==> config.mk <==
export PLATFORM = sky130hd
export DESIGN_NAME = system_clock_switch_status
export DESIGN_NICKNAME = d
export VERILOG_FILES = /design/src/hw/clk_switch_pkg.sv /design/src/hw/startup_count_timer.sv /design/src/hw/divider_select.sv /design/src/hw/system_clock_switch_status.sv
export SDC_FILE = /design/constraint.sdc
export NUM_CORES = 1
export LEC_CHECK = 0
export ABC_AREA = 1
export ABC_CLOCK_PERIOD_IN_PS = 2320
export BUFFER_PORTS_ARGS = -buffer_cell sky130_fd_sc_hd__buf_2
export CAP_MARGIN = 10
export CORE_MARGIN = 8
export CORE_UTILIZATION = 50
export CTS_CLUSTER_DIAMETER = 120
export DETAILED_ROUTE_END_ITERATION = 10
export PLACE_DENSITY = 0.74
export SLEW_MARGIN = 20
export SYNTH_ARGS = -nofsm -noshare
export SYNTH_HDL_FRONTEND = slang
export SYNTH_SLANG_ARGS = --single-unit
==> constraint.sdc <==
create_clock -name clk_i -period 2.32 [get_ports clk_i]
set_input_delay 0.116 -clock clk_i [delete_from_list [all_inputs] [get_ports clk_i]]
set_output_delay 0.116 -clock clk_i [all_outputs]
set_load 0.1 [all_outputs]
==> src/hw/clk_switch_pkg.sv <==
/*
  Constants, register map and encodings for the clock switch and oscillator status block.
  Assumes an AXI4-Lite master with 32-bit data and byte addresses.
*/
package clk_switch_pkg;

  localparam int unsigned CLK_PERIOD_NS   = 10;
  localparam int unsigned ADDR_W          = 8;
  localparam int unsigned NUM_OSC         = 7;
  localparam int unsigned STARTUP_PERIODS = 1024;
  localparam int unsigned STARTUP_CNT_W   = 11;

  // Register byte offsets.
  localparam logic [7:0] OFS_CONTROL  = 8'h00;
  localparam logic [7:0] OFS_CURRENT  = 8'h04;
  localparam logic [7:0] OFS_STATUS   = 8'h08;
  localparam logic [7:0] OFS_ENABLE   = 8'h0C;
  localparam logic [7:0] OFS_HF_FREQ  = 8'h10;
  localparam logic [7:0] OFS_FLAGS    = 8'h14;

  // Field positions in the control register.
  localparam int unsigned CTL_DIV_LSB = 0;
  localparam int unsigned CTL_SRC_LSB = 4;
  localparam int unsigned CTL_HOLD    = 8;
  localparam int unsigned CTL_IRQ_EN  = 9;

  // Field positions in the flags register.
  localparam int unsigned FLG_DONE     = 0;
  localparam int unsigned FLG_NEW_RDY  = 1;
  localparam int unsigned FLG_COMPLETE = 2;

  // Bit positions of oscillators in the status and enable words.
  localparam int unsigned OSC_EXT  = 0;
  localparam int unsigned OSC_HF   = 1;
  localparam int unsigned OSC_MID  = 2;
  localparam int unsigned OSC_LOW  = 3;
  localparam int unsigned OSC_SEC  = 4;
  localparam int unsigned OSC_ADC  = 5;
  localparam int unsigned OSC_FIX  = 6;
  localparam int unsigned STS_PLL  = 7;

  localparam logic [1:0] RESP_OKAY   = 2'h0;
  localparam logic [1:0] RESP_SLVERR = 2'h2;

  localparam logic [3:0] DIV_MAX      = 4'h9;
  localparam logic [3:0] DIV_RESET    = 4'h0;
  localparam logic [3:0] HF_FREQ_RST  = 4'h0;

  typedef enum logic [2:0] {
    SRC_RSVD0   = 3'b000,
    SRC_RSVD1   = 3'b001,
    SRC_EXT_PLL = 3'b010,
    SRC_RSVD3   = 3'b011,
    SRC_SEC     = 3'b100,
    SRC_LOW     = 3'b101,
    SRC_HF      = 3'b110,
    SRC_EXT     = 3'b111
  } src_t;

  localparam src_t SRC_RESET = SRC_HF;

  // Legal source code check.
  function automatic logic src_legal(input logic [2:0] s);
    return (s == SRC_EXT) || (s == SRC_HF) || (s == SRC_LOW) ||
           (s == SRC_SEC) || (s == SRC_EXT_PLL);
  endfunction

endpackage

==> src/hw/startup_count_timer.sv <==
/*
  Start-up timer for one external oscillator.
  Assumes osc_clk_i is an oscillator level from outside; it is synchronised here.
*/
`timescale 1ns/10ps
module startup_count_timer #(
  parameter int unsigned PERIODS = clk_switch_pkg::STARTUP_PERIODS
) (
  input  wire logic clk_i,      // System clock.
  input  wire logic rstn_i,     // Asynchronous reset, active low.
  input  wire logic enable_i,   // Oscillator requested on.
  input  wire logic osc_clk_i,  // Oscillator output level.
  output logic      ready_o     // Oscillator stable.
);
  import clk_switch_pkg::*;

  logic                     sync1_reg, sync2_reg, sync3_reg;
  logic [STARTUP_CNT_W-1:0] count_reg, count_next;
  logic                     ready_reg, ready_next;

  // Count rising edges of the synchronised oscillator; restart when disabled.
  always_comb begin
    count_next = count_reg;
    ready_next = ready_reg;
    if (!enable_i) begin
      count_next = '0;
      ready_next = 1'b0;
    end else if (sync2_reg && !sync3_reg && !ready_reg) begin
      count_next = count_reg + 1'b1;
      if (count_reg == STARTUP_CNT_W'(PERIODS - 1)) begin
        ready_next = 1'b1;
      end
    end
  end

  // State registers.
  always_ff @(posedge clk_i or negedge rstn_i) begin
    if (!rstn_i) begin
      sync1_reg <= 1'b0;
      sync2_reg <= 1'b0;
      sync3_reg <= 1'b0;
      count_reg <= '0;
      ready_reg <= 1'b0;
    end else begin
      sync1_reg <= osc_clk_i;
      sync2_reg <= sync1_reg;
      sync3_reg <= sync2_reg;
      count_reg <= count_next;
      ready_reg <= ready_next;
    end
  end

  assign ready_o = ready_reg;
endmodule // startup_count_timer

==> src/hw/divider_select.sv <==
/*
  Registered post-scaler clock enable generator for the system clock divider.
  Assumes the divider code has already been checked legal.
*/
`timescale 1ns/10ps
module divider_select (
  input  wire logic       clk_i,     // System clock.
  input  wire logic       rstn_i,    // Asynchronous reset, active low.
  input  wire logic [3:0] div_i,     // Divide by two to the power of this code.
  output logic            tick_o     // One-cycle pulse every divided period.
);
  import clk_switch_pkg::*;

  logic [9:0] count_reg, count_next;
  logic       tick_reg, tick_next;

  // Terminal count for a divider code.
  function automatic logic [9:0] term(input logic [3:0] d);
    return 10'((11'h001 << d) - 11'h001);
  endfunction

  // Count up to two to the power of the code, less one, then pulse.
  always_comb begin
    tick_next  = 1'b0;
    count_next = count_reg + 10'h001;
    if (count_reg >= term(div_i)) begin
      count_next = 10'h000;
      tick_next  = 1'b1;
    end
  end

  // State registers.
  always_ff @(posedge clk_i or negedge rstn_i) begin
    if (!rstn_i) begin
      count_reg <= 10'h000;
      tick_reg  <= 1'b0;
    end else begin
      count_reg <= count_next;
      tick_reg  <= tick_next;
    end
  end

  assign tick_o = tick_reg;
endmodule // divider_select

==> src/hw/system_clock_switch_status.sv <==
/*
  System clock switch control with oscillator ready status and manual enables.
  Assumes an AXI4-Lite master, analog ready and level inputs from the oscillators,
  and sleep and doze levels from the power controller.
*/
// The implementer's own choices: register access over AXI4-Lite and the address map.
`timescale 1ns/10ps
module system_clock_switch_status
  import clk_switch_pkg::*;
#(
  parameter int unsigned STARTUP = clk_switch_pkg::STARTUP_PERIODS
) (
  input  wire logic                        clk_i,            // System clock.
  input  wire logic                        rstn_i,           // Reset, active low.
  input  wire logic [clk_switch_pkg::ADDR_W-1:0] s_axi_awaddr, // Write address.
  input  wire logic                        s_axi_awvalid,    // Write address valid.
  output logic                             s_axi_awready,    // Write address ready.
  input  wire logic [31:0]                 s_axi_wdata,      // Write data.
  input  wire logic [3:0]                  s_axi_wstrb,      // Write strobes.
  input  wire logic                        s_axi_wvalid,     // Write data valid.
  output logic                             s_axi_wready,     // Write data ready.
  output logic [1:0]                       s_axi_bresp,      // Write response.
  output logic                             s_axi_bvalid,     // Write response valid.
  input  wire logic                        s_axi_bready,     // Write response ready.
  input  wire logic [clk_switch_pkg::ADDR_W-1:0] s_axi_araddr, // Read address.
  input  wire logic                        s_axi_arvalid,    // Read address valid.
  output logic                             s_axi_arready,    // Read address ready.
  output logic [31:0]                      s_axi_rdata,      // Read data.
  output logic [1:0]                       s_axi_rresp,      // Read response.
  output logic                             s_axi_rvalid,     // Read data valid.
  input  wire logic                        s_axi_rready,     // Read data ready.
  input  wire logic                        switch_permit_config_i, // Switch permit strap.
  input  wire logic                        sleep_i,          // Sleep mode level.
  input  wire logic                        doze_i,           // Doze mode level.
  input  wire logic                        ext_osc_clk_i,    // External oscillator level.
  input  wire logic                        sec_osc_clk_i,    // Secondary oscillator level.
  input  wire logic [4:0]                  int_accurate_i,   // HF, mid, low, ADC, fixed.
  input  wire logic                        multiplier_lock_i, // PLL lock from analog.
  output logic [6:0]                       osc_run_o,        // Oscillator run requests.
  output logic                             hf_output_hold_o, // Freeze HF output.
  output logic [3:0]                       hf_frequency_select_o, // HF frequency code.
  output logic [2:0]                       current_source_o, // Active source.
  output logic [3:0]                       current_divider_o, // Active divider.
  output logic                             sys_tick_o,       // Divided clock enable.
  output logic                             irq_o             // Switch done interrupt.
);

  // Synchronisers for asynchronous analog levels, first stage read only by second.
  logic [4:0] acc_s1_reg, acc_s2_reg;
  logic       pll_s1_reg, pll_s2_reg;
  logic       cfg_s1_reg, cfg_s2_reg;
  logic       ext_ready, sec_ready;

  always_ff @(posedge clk_i or negedge rstn_i) begin
    if (!rstn_i) begin
      acc_s1_reg <= 5'h00;
      acc_s2_reg <= 5'h00;
      pll_s1_reg <= 1'b0;
      pll_s2_reg <= 1'b0;
      cfg_s1_reg <= 1'b0;
      cfg_s2_reg <= 1'b0;
    end else begin
      acc_s1_reg <= int_accurate_i;
      acc_s2_reg <= acc_s1_reg;
      pll_s1_reg <= multiplier_lock_i;
      pll_s2_reg <= pll_s1_reg;
      cfg_s1_reg <= switch_permit_config_i;
      cfg_s2_reg <= cfg_s1_reg;
    end
  end

  // Software visible state.
  logic [2:0] req_src_reg, req_src_next;
  logic [3:0] req_div_reg, req_div_next;
  logic [2:0] cur_src_reg, cur_src_next;
  logic [3:0] cur_div_reg, cur_div_next;
  logic       hold_reg, hold_next;
  logic       irq_en_reg, irq_en_next;
  logic       done_reg, done_next;
  logic       new_rdy_reg, new_rdy_next;
  logic       complete_reg, complete_next;
  logic       pending_reg, pending_next;
  logic [5:0] man_en_reg, man_en_next;
  logic [3:0] hf_freq_reg, hf_freq_next;
  logic       hf_relock_reg, hf_relock_next;
  logic [6:0] run_reg, run_next;
  logic       irq_reg, irq_next;

  // AXI slave state.
  logic                awv_reg, awv_next;
  logic                wv_reg, wv_next;
  logic [ADDR_W-1:0]   awa_reg, awa_next;
  logic [31:0]         wd_reg, wd_next;
  logic [3:0]          ws_reg, ws_next;
  logic                bv_reg, bv_next;
  logic [1:0]          br_reg, br_next;
  logic                rv_reg, rv_next;
  logic [31:0]         rd_reg, rd_next;
  logic [1:0]          rr_reg, rr_next;

  // Status word built from ready flags.
  logic [7:0] status_w;
  logic       sel_ready;
  logic       wr_go;

  // Ready flag of the oscillator behind a source code.
  function automatic logic src_ready(input logic [2:0] s, input logic [7:0] st);
    unique case (s)
      SRC_EXT:     return st[OSC_EXT];
      SRC_HF:      return st[OSC_HF];
      SRC_LOW:     return st[OSC_LOW];
      SRC_SEC:     return st[OSC_SEC];
      SRC_EXT_PLL: return st[OSC_EXT] && st[STS_PLL];
      default:     return 1'b0;
    endcase
  endfunction

  // Run request mask of a source code.
  function automatic logic [6:0] src_run(input logic [2:0] s);
    unique case (s)
      SRC_EXT, SRC_EXT_PLL: return 7'(1) << OSC_EXT;
      SRC_HF:               return 7'(1) << OSC_HF;
      SRC_LOW:              return 7'(1) << OSC_LOW;
      SRC_SEC:              return 7'(1) << OSC_SEC;
      default:              return 7'h00;
    endcase
  endfunction

  // Start-up timers on the external and secondary oscillators.
  startup_count_timer #(.PERIODS(STARTUP)) u_ext_timer (
    .clk_i     (clk_i),
    .rstn_i    (rstn_i),
    .enable_i  (run_reg[OSC_EXT]),
    .osc_clk_i (ext_osc_clk_i),
    .ready_o   (ext_ready)
  );

  startup_count_timer #(.PERIODS(STARTUP)) u_sec_timer (
    .clk_i     (clk_i),
    .rstn_i    (rstn_i),
    .enable_i  (run_reg[OSC_SEC]),
    .osc_clk_i (sec_osc_clk_i),
    .ready_o   (sec_ready)
  );

  divider_select u_div (
    .clk_i  (clk_i),
    .rstn_i (rstn_i),
    .div_i  (cur_div_reg),
    .tick_o (sys_tick_o)
  );

  // Ready flags; internal ones follow accuracy, HF also blocked while relocking.
  always_comb begin
    status_w          = 8'h00;
    status_w[OSC_EXT] = ext_ready;
    status_w[OSC_SEC] = sec_ready;
    status_w[OSC_HF]  = acc_s2_reg[0] && run_reg[OSC_HF] && !hf_relock_reg;
    status_w[OSC_MID] = acc_s2_reg[1] && run_reg[OSC_MID];
    status_w[OSC_LOW] = acc_s2_reg[2] && run_reg[OSC_LOW];
    status_w[OSC_ADC] = acc_s2_reg[3] && run_reg[OSC_ADC];
    status_w[OSC_FIX] = acc_s2_reg[4] && run_reg[OSC_HF];
    status_w[STS_PLL] = pll_s2_reg && run_reg[OSC_EXT] && (req_src_reg == SRC_EXT_PLL);
    sel_ready         = src_ready(req_src_reg, status_w);
  end

  // Bus writes and the switch sequencer.
  always_comb begin
    logic [31:0] wv;
    wv             = wd_reg;
    awv_next       = awv_reg;
    wv_next        = wv_reg;
    awa_next       = awa_reg;
    wd_next        = wd_reg;
    ws_next        = ws_reg;
    bv_next        = bv_reg;
    br_next        = br_reg;
    req_src_next   = req_src_reg;
    req_div_next   = req_div_reg;
    cur_src_next   = cur_src_reg;
    cur_div_next   = cur_div_reg;
    hold_next      = hold_reg;
    irq_en_next    = irq_en_reg;
    done_next      = done_reg;
    new_rdy_next   = new_rdy_reg;
    complete_next  = complete_reg;
    pending_next   = pending_reg;
    man_en_next    = man_en_reg;
    hf_freq_next   = hf_freq_reg;
    hf_relock_next = hf_relock_reg && !acc_s2_reg[0] ? 1'b1 : 1'b0;
    if (s_axi_awvalid && !awv_reg) begin
      awv_next = 1'b1;
      awa_next = s_axi_awaddr;
    end
    if (s_axi_wvalid && !wv_reg) begin
      wv_next = 1'b1;
      wd_next = s_axi_wdata;
      ws_next = s_axi_wstrb;
    end
    if (bv_reg && s_axi_bready) begin
      bv_next = 1'b0;
    end
    wr_go = awv_reg && wv_reg && !bv_reg;
    // Sequencer: sleep blocks, hold suspends, otherwise switch on ready.
    if (pending_reg && sel_ready && !new_rdy_reg) begin
      new_rdy_next = 1'b1;
    end
    if (pending_reg && new_rdy_reg && !hold_reg && !sleep_i) begin
      cur_src_next  = req_src_reg;
      cur_div_next  = req_div_reg;
      complete_next = 1'b1;
      new_rdy_next  = 1'b0;
      pending_next  = 1'b0;
      done_next     = 1'b1;
    end
    if (sleep_i && hold_reg && pending_reg) begin
      new_rdy_next = 1'b0;
    end
    if (wr_go) begin
      bv_next  = 1'b1;
      br_next  = RESP_OKAY;
      awv_next = 1'b0;
      wv_next  = 1'b0;
      unique case (awa_reg)
        OFS_CONTROL: begin
          if (ws_reg[0] && cfg_s2_reg) begin
            if (src_legal(wv[CTL_SRC_LSB +: 3]) && wv[CTL_DIV_LSB +: 4] <= DIV_MAX) begin
              req_src_next  = wv[CTL_SRC_LSB +: 3];
              req_div_next  = wv[CTL_DIV_LSB +: 4];
              pending_next  = (wv[CTL_SRC_LSB +: 3] != cur_src_reg) ||
                              (wv[CTL_DIV_LSB +: 4] != cur_div_reg);
              complete_next = 1'b0;
              new_rdy_next  = 1'b0;
            end
          end
          if (ws_reg[1]) begin
            hold_next   = wv[CTL_HOLD];
            irq_en_next = wv[CTL_IRQ_EN];
          end
        end
        OFS_ENABLE:  if (ws_reg[0]) man_en_next = wv[5:0];
        OFS_HF_FREQ: if (ws_reg[0]) begin
          hf_freq_next   = wv[3:0];
          hf_relock_next = 1'b1;
        end
        // Writing one clears the done flag; a same-cycle set wins.
        OFS_FLAGS:   if (ws_reg[0] && wv[FLG_DONE] && !done_next) done_next = 1'b0;
        OFS_CURRENT, OFS_STATUS: ;
        default:     br_next = RESP_SLVERR;
      endcase
      if (awa_reg == OFS_FLAGS && ws_reg[0] && wv[FLG_DONE] && done_reg &&
          !(pending_reg && new_rdy_reg && !hold_reg && !sleep_i)) begin
        done_next = 1'b0;
      end
    end
    // Run requests: manual enables, current and requested source; manual enables only in sleep with no switch pending.
    run_next = {1'b0, man_en_reg} | src_run(cur_src_reg) | src_run(req_src_reg);
    if (sleep_i && !pending_reg) begin
      run_next = {1'b0, man_en_reg};
    end
    irq_next = done_reg && irq_en_reg && !sleep_i;
  end

  // Bus read path, registered answer one cycle after the address is taken.
  always_comb begin
    rv_next = rv_reg;
    rd_next = rd_reg;
    rr_next = rr_reg;
    if (rv_reg && s_axi_rready) begin
      rv_next = 1'b0;
    end
    if (s_axi_arvalid && !rv_reg) begin
      rv_next = 1'b1;
      rr_next = RESP_OKAY;
      rd_next = 32'h0000_0000;
      unique case (s_axi_araddr)
        OFS_CONTROL: rd_next = 32'({irq_en_reg, hold_reg, 1'b0, req_src_reg, req_div_reg});
        OFS_CURRENT: rd_next = 32'({1'b0, cur_src_reg, cur_div_reg});
        OFS_STATUS:  rd_next = 32'(status_w);
        OFS_ENABLE:  rd_next = 32'(man_en_reg);
        OFS_HF_FREQ: rd_next = 32'(hf_freq_reg);
        OFS_FLAGS:   rd_next = 32'({complete_reg, new_rdy_reg, done_reg});
        default:     rr_next = RESP_SLVERR;
      endcase
    end
  end

  // State registers.
  always_ff @(posedge clk_i or negedge rstn_i) begin
    if (!rstn_i) begin
      awv_reg <= 1'b0; wv_reg <= 1'b0; awa_reg <= '0; wd_reg <= 32'h0000_0000;
      ws_reg <= 4'h0; bv_reg <= 1'b0; br_reg <= RESP_OKAY;
      rv_reg <= 1'b0; rd_reg <= 32'h0000_0000; rr_reg <= RESP_OKAY;
      req_src_reg <= SRC_RESET; req_div_reg <= DIV_RESET;
      cur_src_reg <= SRC_RESET; cur_div_reg <= DIV_RESET;
      hold_reg <= 1'b0; irq_en_reg <= 1'b0; done_reg <= 1'b0;
      new_rdy_reg <= 1'b0; complete_reg <= 1'b1; pending_reg <= 1'b0;
      man_en_reg <= 6'h00; hf_freq_reg <= HF_FREQ_RST; hf_relock_reg <= 1'b0;
      run_reg <= 7'h00; irq_reg <= 1'b0;
    end else begin
      awv_reg <= awv_next; wv_reg <= wv_next; awa_reg <= awa_next; wd_reg <= wd_next;
      ws_reg <= ws_next; bv_reg <= bv_next; br_reg <= br_next;
      rv_reg <= rv_next; rd_reg <= rd_next; rr_reg <= rr_next;
      req_src_reg <= req_src_next; req_div_reg <= req_div_next;
      cur_src_reg <= cur_src_next; cur_div_reg <= cur_div_next;
      hold_reg <= hold_next; irq_en_reg <= irq_en_next; done_reg <= done_next;
      new_rdy_reg <= new_rdy_next; complete_reg <= complete_next;
      pending_reg <= pending_next; man_en_reg <= man_en_next;
      hf_freq_reg <= hf_freq_next; hf_relock_reg <= hf_relock_next;
      run_reg <= run_next; irq_reg <= irq_next;
    end
  end

  // Outputs straight from flip-flops.
  assign s_axi_awready         = !awv_reg;
  assign s_axi_wready          = !wv_reg;
  assign s_axi_bvalid          = bv_reg;
  assign s_axi_bresp           = br_reg;
  assign s_axi_arready         = !rv_reg;
  assign s_axi_rvalid          = rv_reg;
  assign s_axi_rdata           = rd_reg;
  assign s_axi_rresp           = rr_reg;
  assign osc_run_o             = run_reg;
  assign hf_output_hold_o      = hf_relock_reg;
  assign hf_frequency_select_o = hf_freq_reg;
  assign current_source_o      = cur_src_reg;
  assign current_divider_o     = cur_div_reg;
  assign irq_o                 = irq_reg;

endmodule // system_clock_switch_status

# Word level (Yosys, flattened, before mapping)
# Cells that the tools add are included.
[word_totals] register_bits=154 inputBits=70 out_inout_bits=62 word_cells=214
[classes] n_addsub=4 magnitude_cmp=2 n_eq_ne=33 shift=1 n_mux=53 bitwise=2 reduce_logical=76
[op_table] op="$pmux 10 s6" count=1
[op_table] op="$mux 11" count=4
[op_table] op="$mux 1" count=41
[op_table] op="$pmux 5 s4" count=2
[op_table] op="$logic_and 1x1->1" count=39
[op_table] op="$eq 3x3->1 const B" count=12
[op_table] op="$eq 8x4->1 const B" count=4
[op_table] op="$eq 8x5->1 const B" count=4
[op_table] op="$add 11x1->11 const B" count=2
[op_table] op="$eq 11x10->1 const B" count=2
[op_table] op="$eq 8x3->1 const B" count=2
[op_table] op="$logic_not 1->1" count=16
[op_table] op="$logic_not 8->1" count=2
[op_table] op="$reduce_or 6->1" count=2
[op_table] op="$add 10x1->10 const B" count=1
[op_table] op="$ge 10x10->1" count=1
[op_table] op="$mux 10" count=1
[op_table] op="$shl 1x4->10 const A" count=1
[op_table] op="$sub 10x1->10 const B" count=1
[op_table] op="$eq 3x2->1 const B" count=3
[op_table] op="$reduce_and 3->1" count=3
[op_table] op="$ne 2x1->1 const B" count=4
[op_table] op="$reduce_bool 2->1" count=4
[op_table] op="$mux 7" count=1
[op_table] op="other kinds (11)" count=18

# Longest topological paths before layout
[depth] depth_word=13 depth_mapped=13 ltp_nobuf=11

# Cells and area by module
# A second synthesis with hierarchy kept.
[hier_totals] hier_cells=782 hier_area_um2=6475.0
[by_module_without_submodules] mod="system_clock_switch_status" n_inst=1 cells_per_inst=464 area_per_inst_um2=4022.6 seq_area_each_um2=2183.3
[by_module_without_submodules] mod="startup_count_timer" n_inst=2 cells_per_inst=99 area_per_inst_um2=758.2 seq_area_each_um2=375.4
[by_module_without_submodules] mod="divider_select" n_inst=1 cells_per_inst=120 area_per_inst_um2=935.9 seq_area_each_um2=275.3

# Least setup slack after synthesis
# No wires, ideal clock.
[synth_timing] path_type="register to register" from="reg cur_div_reg[3], in the netlist current_divider_o[3]" to="reg u_div.count_reg[2]" setup_time_ns=0.120 arrival_ns=2.656 required_time_ns=2.200 setup_slack_ns=-0.456 path_stages_with_launch=14 path_buffers=2 synth_period_minus_slack_ns=2.776 path_cell_list="dfrtp_1 clkbuf_1 inv_1 nand3_1 ha_1 nand2_1 xnor2_1 ha_1 nand2_1 nor2_1 o211ai_1 nand4_1 buf_2 nor2_1"
[synth_between] elab_chain_cells=4
[synth_lines] element="start, declared" line_no="system_clock_switch_status.sv:76" rtl="logic [3:0] cur_div_reg, cur_div_next;"
[synth_lines] element="start signal, assigned" line_no="system_clock_switch_status.sv:305" rtl="cur_src_reg <= cur_src_next; cur_div_reg <= cur_div_next;"
[synth_lines] element="$shl 1x4->10" line_no="divider_select.sv:19" rtl="return 10'((11'h001 << d) - 11'h001);"
[synth_lines] element="$sub 10x1->10" line_no="divider_select.sv:19"
[synth_lines] element="$ge 10x10->1" line_no="divider_select.sv:26" rtl="if (count_reg >= term(div_i)) begin"
[synth_lines] element="$mux 10" line_no="divider_select.sv:26"
[synth_lines] element="named net u_div.count_next[2]" line_no="divider_select.sv:14" rtl="logic [9:0] count_reg, count_next;"
[synth_lines] element="end signal, assigned" line_no="divider_select.sv:38" rtl="count_reg <= count_next;"
[synth_lines] element="end, declared" line_no="divider_select.sv:14"
# The timed path passes the listed nets, and every way through them passes these cells.
# A chain may end at the register's enable or synchronous reset.

# Worst setup path after layout
[layout_timing] from="reg cur_div_reg[1], in the netlist current_divider_o[1]" to="reg u_div.count_reg[7]"
# Same word-level chain as after synthesis.

==> summary.txt <==
Timing
  – Setup Viol. Count Final: 0
  – Final Hold Viols: 0
  – Hold WS: 0.0722 ns
  – RSZ-0062 raised after global routing: no
  – Clock skew: 0.00900 ns
  – Slew @ Worst Pin: 0.651 ns
  – Slew Limit Fails: 0
  – TNS Setup: 0 ns
  – FMAX: 465 MHz
  – Final period util: 0.927
  – Worst setup slack after layout: 0.168 ns
  – Worst slew margin: 0.565
  – Tmin final: 2.15 ns

Logic synthesis
  – Ys flop type: dfrtp_1
  – Commonest cells post-synth: nand2_1 (149), dfrtp_1 (123), inv_1 (75)
  – Sequential cell area fraction in the yosys report: 0.513
  – Syn_area_per_cell: 8.65 sq um
  – Async SR Flop Fraction: 1.00
  – Synth top area share: 0.492
  – Cell variety after synth: 44
  – EDFF count, synth: 0
  – Syn Inst Count: 724
  – Most common cell in the netlist: nand2_1
  – Post-synth top area cell: dfrtp_1
  – Mapped Area: 0.00626 sq mm
  – Yosys warns: 0
  – Synth Register Bits: 128
  – Synth area leaders: dfrtp_1 (49%), nand2_1 (8.9%), o21ai_0 (4.6%)

Power and ir drop
  – Sw frac: 0.391
  – Peak supply drop: 1.11 mV
  – Combinational power share: 0.280
  – Cell Pwr Density: 996 mW/mm^2
  – LEAKAGE: 3.70 nW
  – Internal power: 4.65 mW
  – NetSw: 2.99 mW
  – Pwr Total: 7.64 mW
  – Seq pwr share: 0.391
  – Clock share of power: 0.329

Job
  – # Max-Cap Violations: 0

Floorplanning
  – Die area: 0.0164 sq mm
  – Rows: 41
  – Initial Util: 0.504
  – Io pins: 132
  – Die width: 128 um
  – Die height: 128 um
  – Core footprint: 0.0124 sq mm

Critical path
  – Max stage delay on crit path: 0.53 ns
  – Setup CP Type: reg2reg
  – Crit end category: flop
  – Worst r2r src: current_divider_o[1]
  – CP required: 2.63 ns
  – CP startpoint: current_divider_o[1]
  – CP Launch Type: flop
  – Crit Path Max Fanout: 11
  – CP Cell Sequence: nor2_4 > nand3_1 > ha_2 > nand2_1 > xnor2_1 > ha_1 > nand2_1 > nor2_2 > o211ai_1 > nand4_1 > buf_6 > nor2_1
  – Flop2flop setup slack: 0.17 ns
  – Most frequent CP cell: nand2_1
  – Buffers and inverters on the worst path: 1
  – Slowest stage cell on the critical path: dfrtp_4
  – CP delay by family, top: simple AND/OR/NAND/NOR gates
  – Arrival time at the worst endpoint: 2.46 ns

CTS
  – Clock root cell: clkbuf_16
  – Clk Latency, worst-skew pair: 0.42 ns
  – CTS tree: yes
  – CTS max path bufs: 2
  – Htree depth: 4
  – Clock slew at reported path FFs: 0.06 ns
  – Post-CTS Setup Inserts: 0
  – CTS sink cnt: 128
  – CTS buffer count: 17

Detailed routing
  – Via Count: 5086
  – Vias/cell: 4.94
  – DRT Pass-1 Iters: 5
  – Routed wire length: 14500 um
  – Post-DRT Antenna Nets: 0
  – DR iter-0 viols: 398
  – Residual DRC count: 0
  – Wirelength per Cell: 14.0 um

Worst hold path
  – Worst hold start: s_axi_araddr[0]
  – Worst min path class: in2reg

Placed design
  – Pre-CTS setup slack: 0.128 ns
  – Post-DP Area: 0.00677 sq mm
  – Placed cells: 965
  – GP Congestion: 0.891
  – DP HPWL: 10500 um
  – I/O Buffers: 80

Global route
  – Vias in the first global route: 4980
  – GR Overflow Total: 0
  – Initial antenna violation count: 0
  – All-layer global routing usage: 0.186
  – First-pass GRT wire length: 24100 um
  – Largest net degree at the start of global routing: 49

Finish
  – Final non-filler cell total: 1029
  – Multi-input gate area: 0.00256 sq mm
  – Fill count: 1089
  – Register area: 0.00322 sq mm
  – Layout cells sized above 1: 0.196
  – Area grow syn2layout: 22.6%
  – Ant diodes: 0
  – Final net count: 928
  – Finished Core Util: 0.618
  – Fin area: 0.00767 sq mm

Status
  – Status: finished, final reports clean
per-layer routing:
layer,up-vias,GRT usage,share of wire
li1,2548,-,-
met1,2366,0.235,0.44
met2,153,0.296,0.46
met5,-,0,0
met3,19,0.0528,0.078
met4,0,0.0727,0.015
layout by cell type, fill, tap and decap left out, types with 3 or more instances in the layout:
cell / count
a21oi_1: 34
buf_2: 79
buf_4: 8
clkbuf_16: 17
clkbuf_8: 3
clkinvlp_4: 6
conb_1: 25
dfrtp_1: 118
dfrtp_4: 3
dfstp_2: 5
dlygate4sd3_1: 32
ha_1: 13
inv_1: 73
inv_2: 3
inv_6: 4
mux2_2: 7
nand2_1: 149
nand2_2: 4
nand3_1: 56
nand4_1: 15
nor2_1: 69
nor2_2: 4
nor2_4: 3
nor3_1: 10
o21ai_0: 58
o21ai_1: 3
o21ai_2: 7
o21bai_1: 4
xnor2_1: 10
xor2_1: 7
worst reg2reg max path, stage by stage, from the launching register on:
cell      delay (ns)
dfrtp_4         0.53
nor2_4          0.14
nand3_1         0.11
ha_2            0.21
nand2_1         0.09
xnor2_1         0.06
ha_1            0.27
nand2_1         0.08
nor2_2          0.12
o211ai_1        0.10
nand4_1         0.11
buf_6           0.15
nor2_1          0.05
cells by family after synthesis:
family	Yosys count	share of synthesized area
adders and majority gates	14	0.0280
buffers and inverters	122	0.0941
and+or+nand+nor	322	0.229
xor gates and xnor gates	17	0.0238
muxes	7	0.0126
DFF	128	0.513
AOI/OAI and AO/OA	113	0.0991
other	1	0.000599
power groups by stage:
stage	logic [mW]	registers [mW]	clock network (mW)
3_5_place_dp	2.09	3.02	0
4_1_cts	2.15	2.99	2.56
5_1_grt	2.34	3.04	2.66
6_report	2.14	2.99	2.51
3_3_place_gp	2.05	3.01	0
2_1_floorplan	1.38	3.32	0
path summary, 6_finish.rpt:
check	to	cells past startpoint
worst max-delay path	u_div.count_reg[7]	12
worst min-delay path	s_axi_rresp[1]	5
worst max register to register	u_div.count_reg[7]	12
worst min register to register	acc_s2_reg[1]	0
max in group asynchronous	osc_run_o[4]	3
min in group asynchronous	current_divider_o[3]	2
area by class of cell:
cell class	count	area share
flip-flops and latches	128	0.420
multi-input cells	498	0.334
repair buffers	121	0.105
clock buffers	20	0.0608
inverters	78	0.0386
well taps	172	0.0280
clock inverters	12	0.0132
repair_timing:
| action | CTS | global route |
|---|---|---|
| setup endpoints to repair | 0 | 10 |
| hold endpoints to repair | 74 | 0 |
| gates resized for setup | 0 | 4 |
| hold buffers | 32 | 0 |
Note: power is estimated with default switching activity, not from simulation.
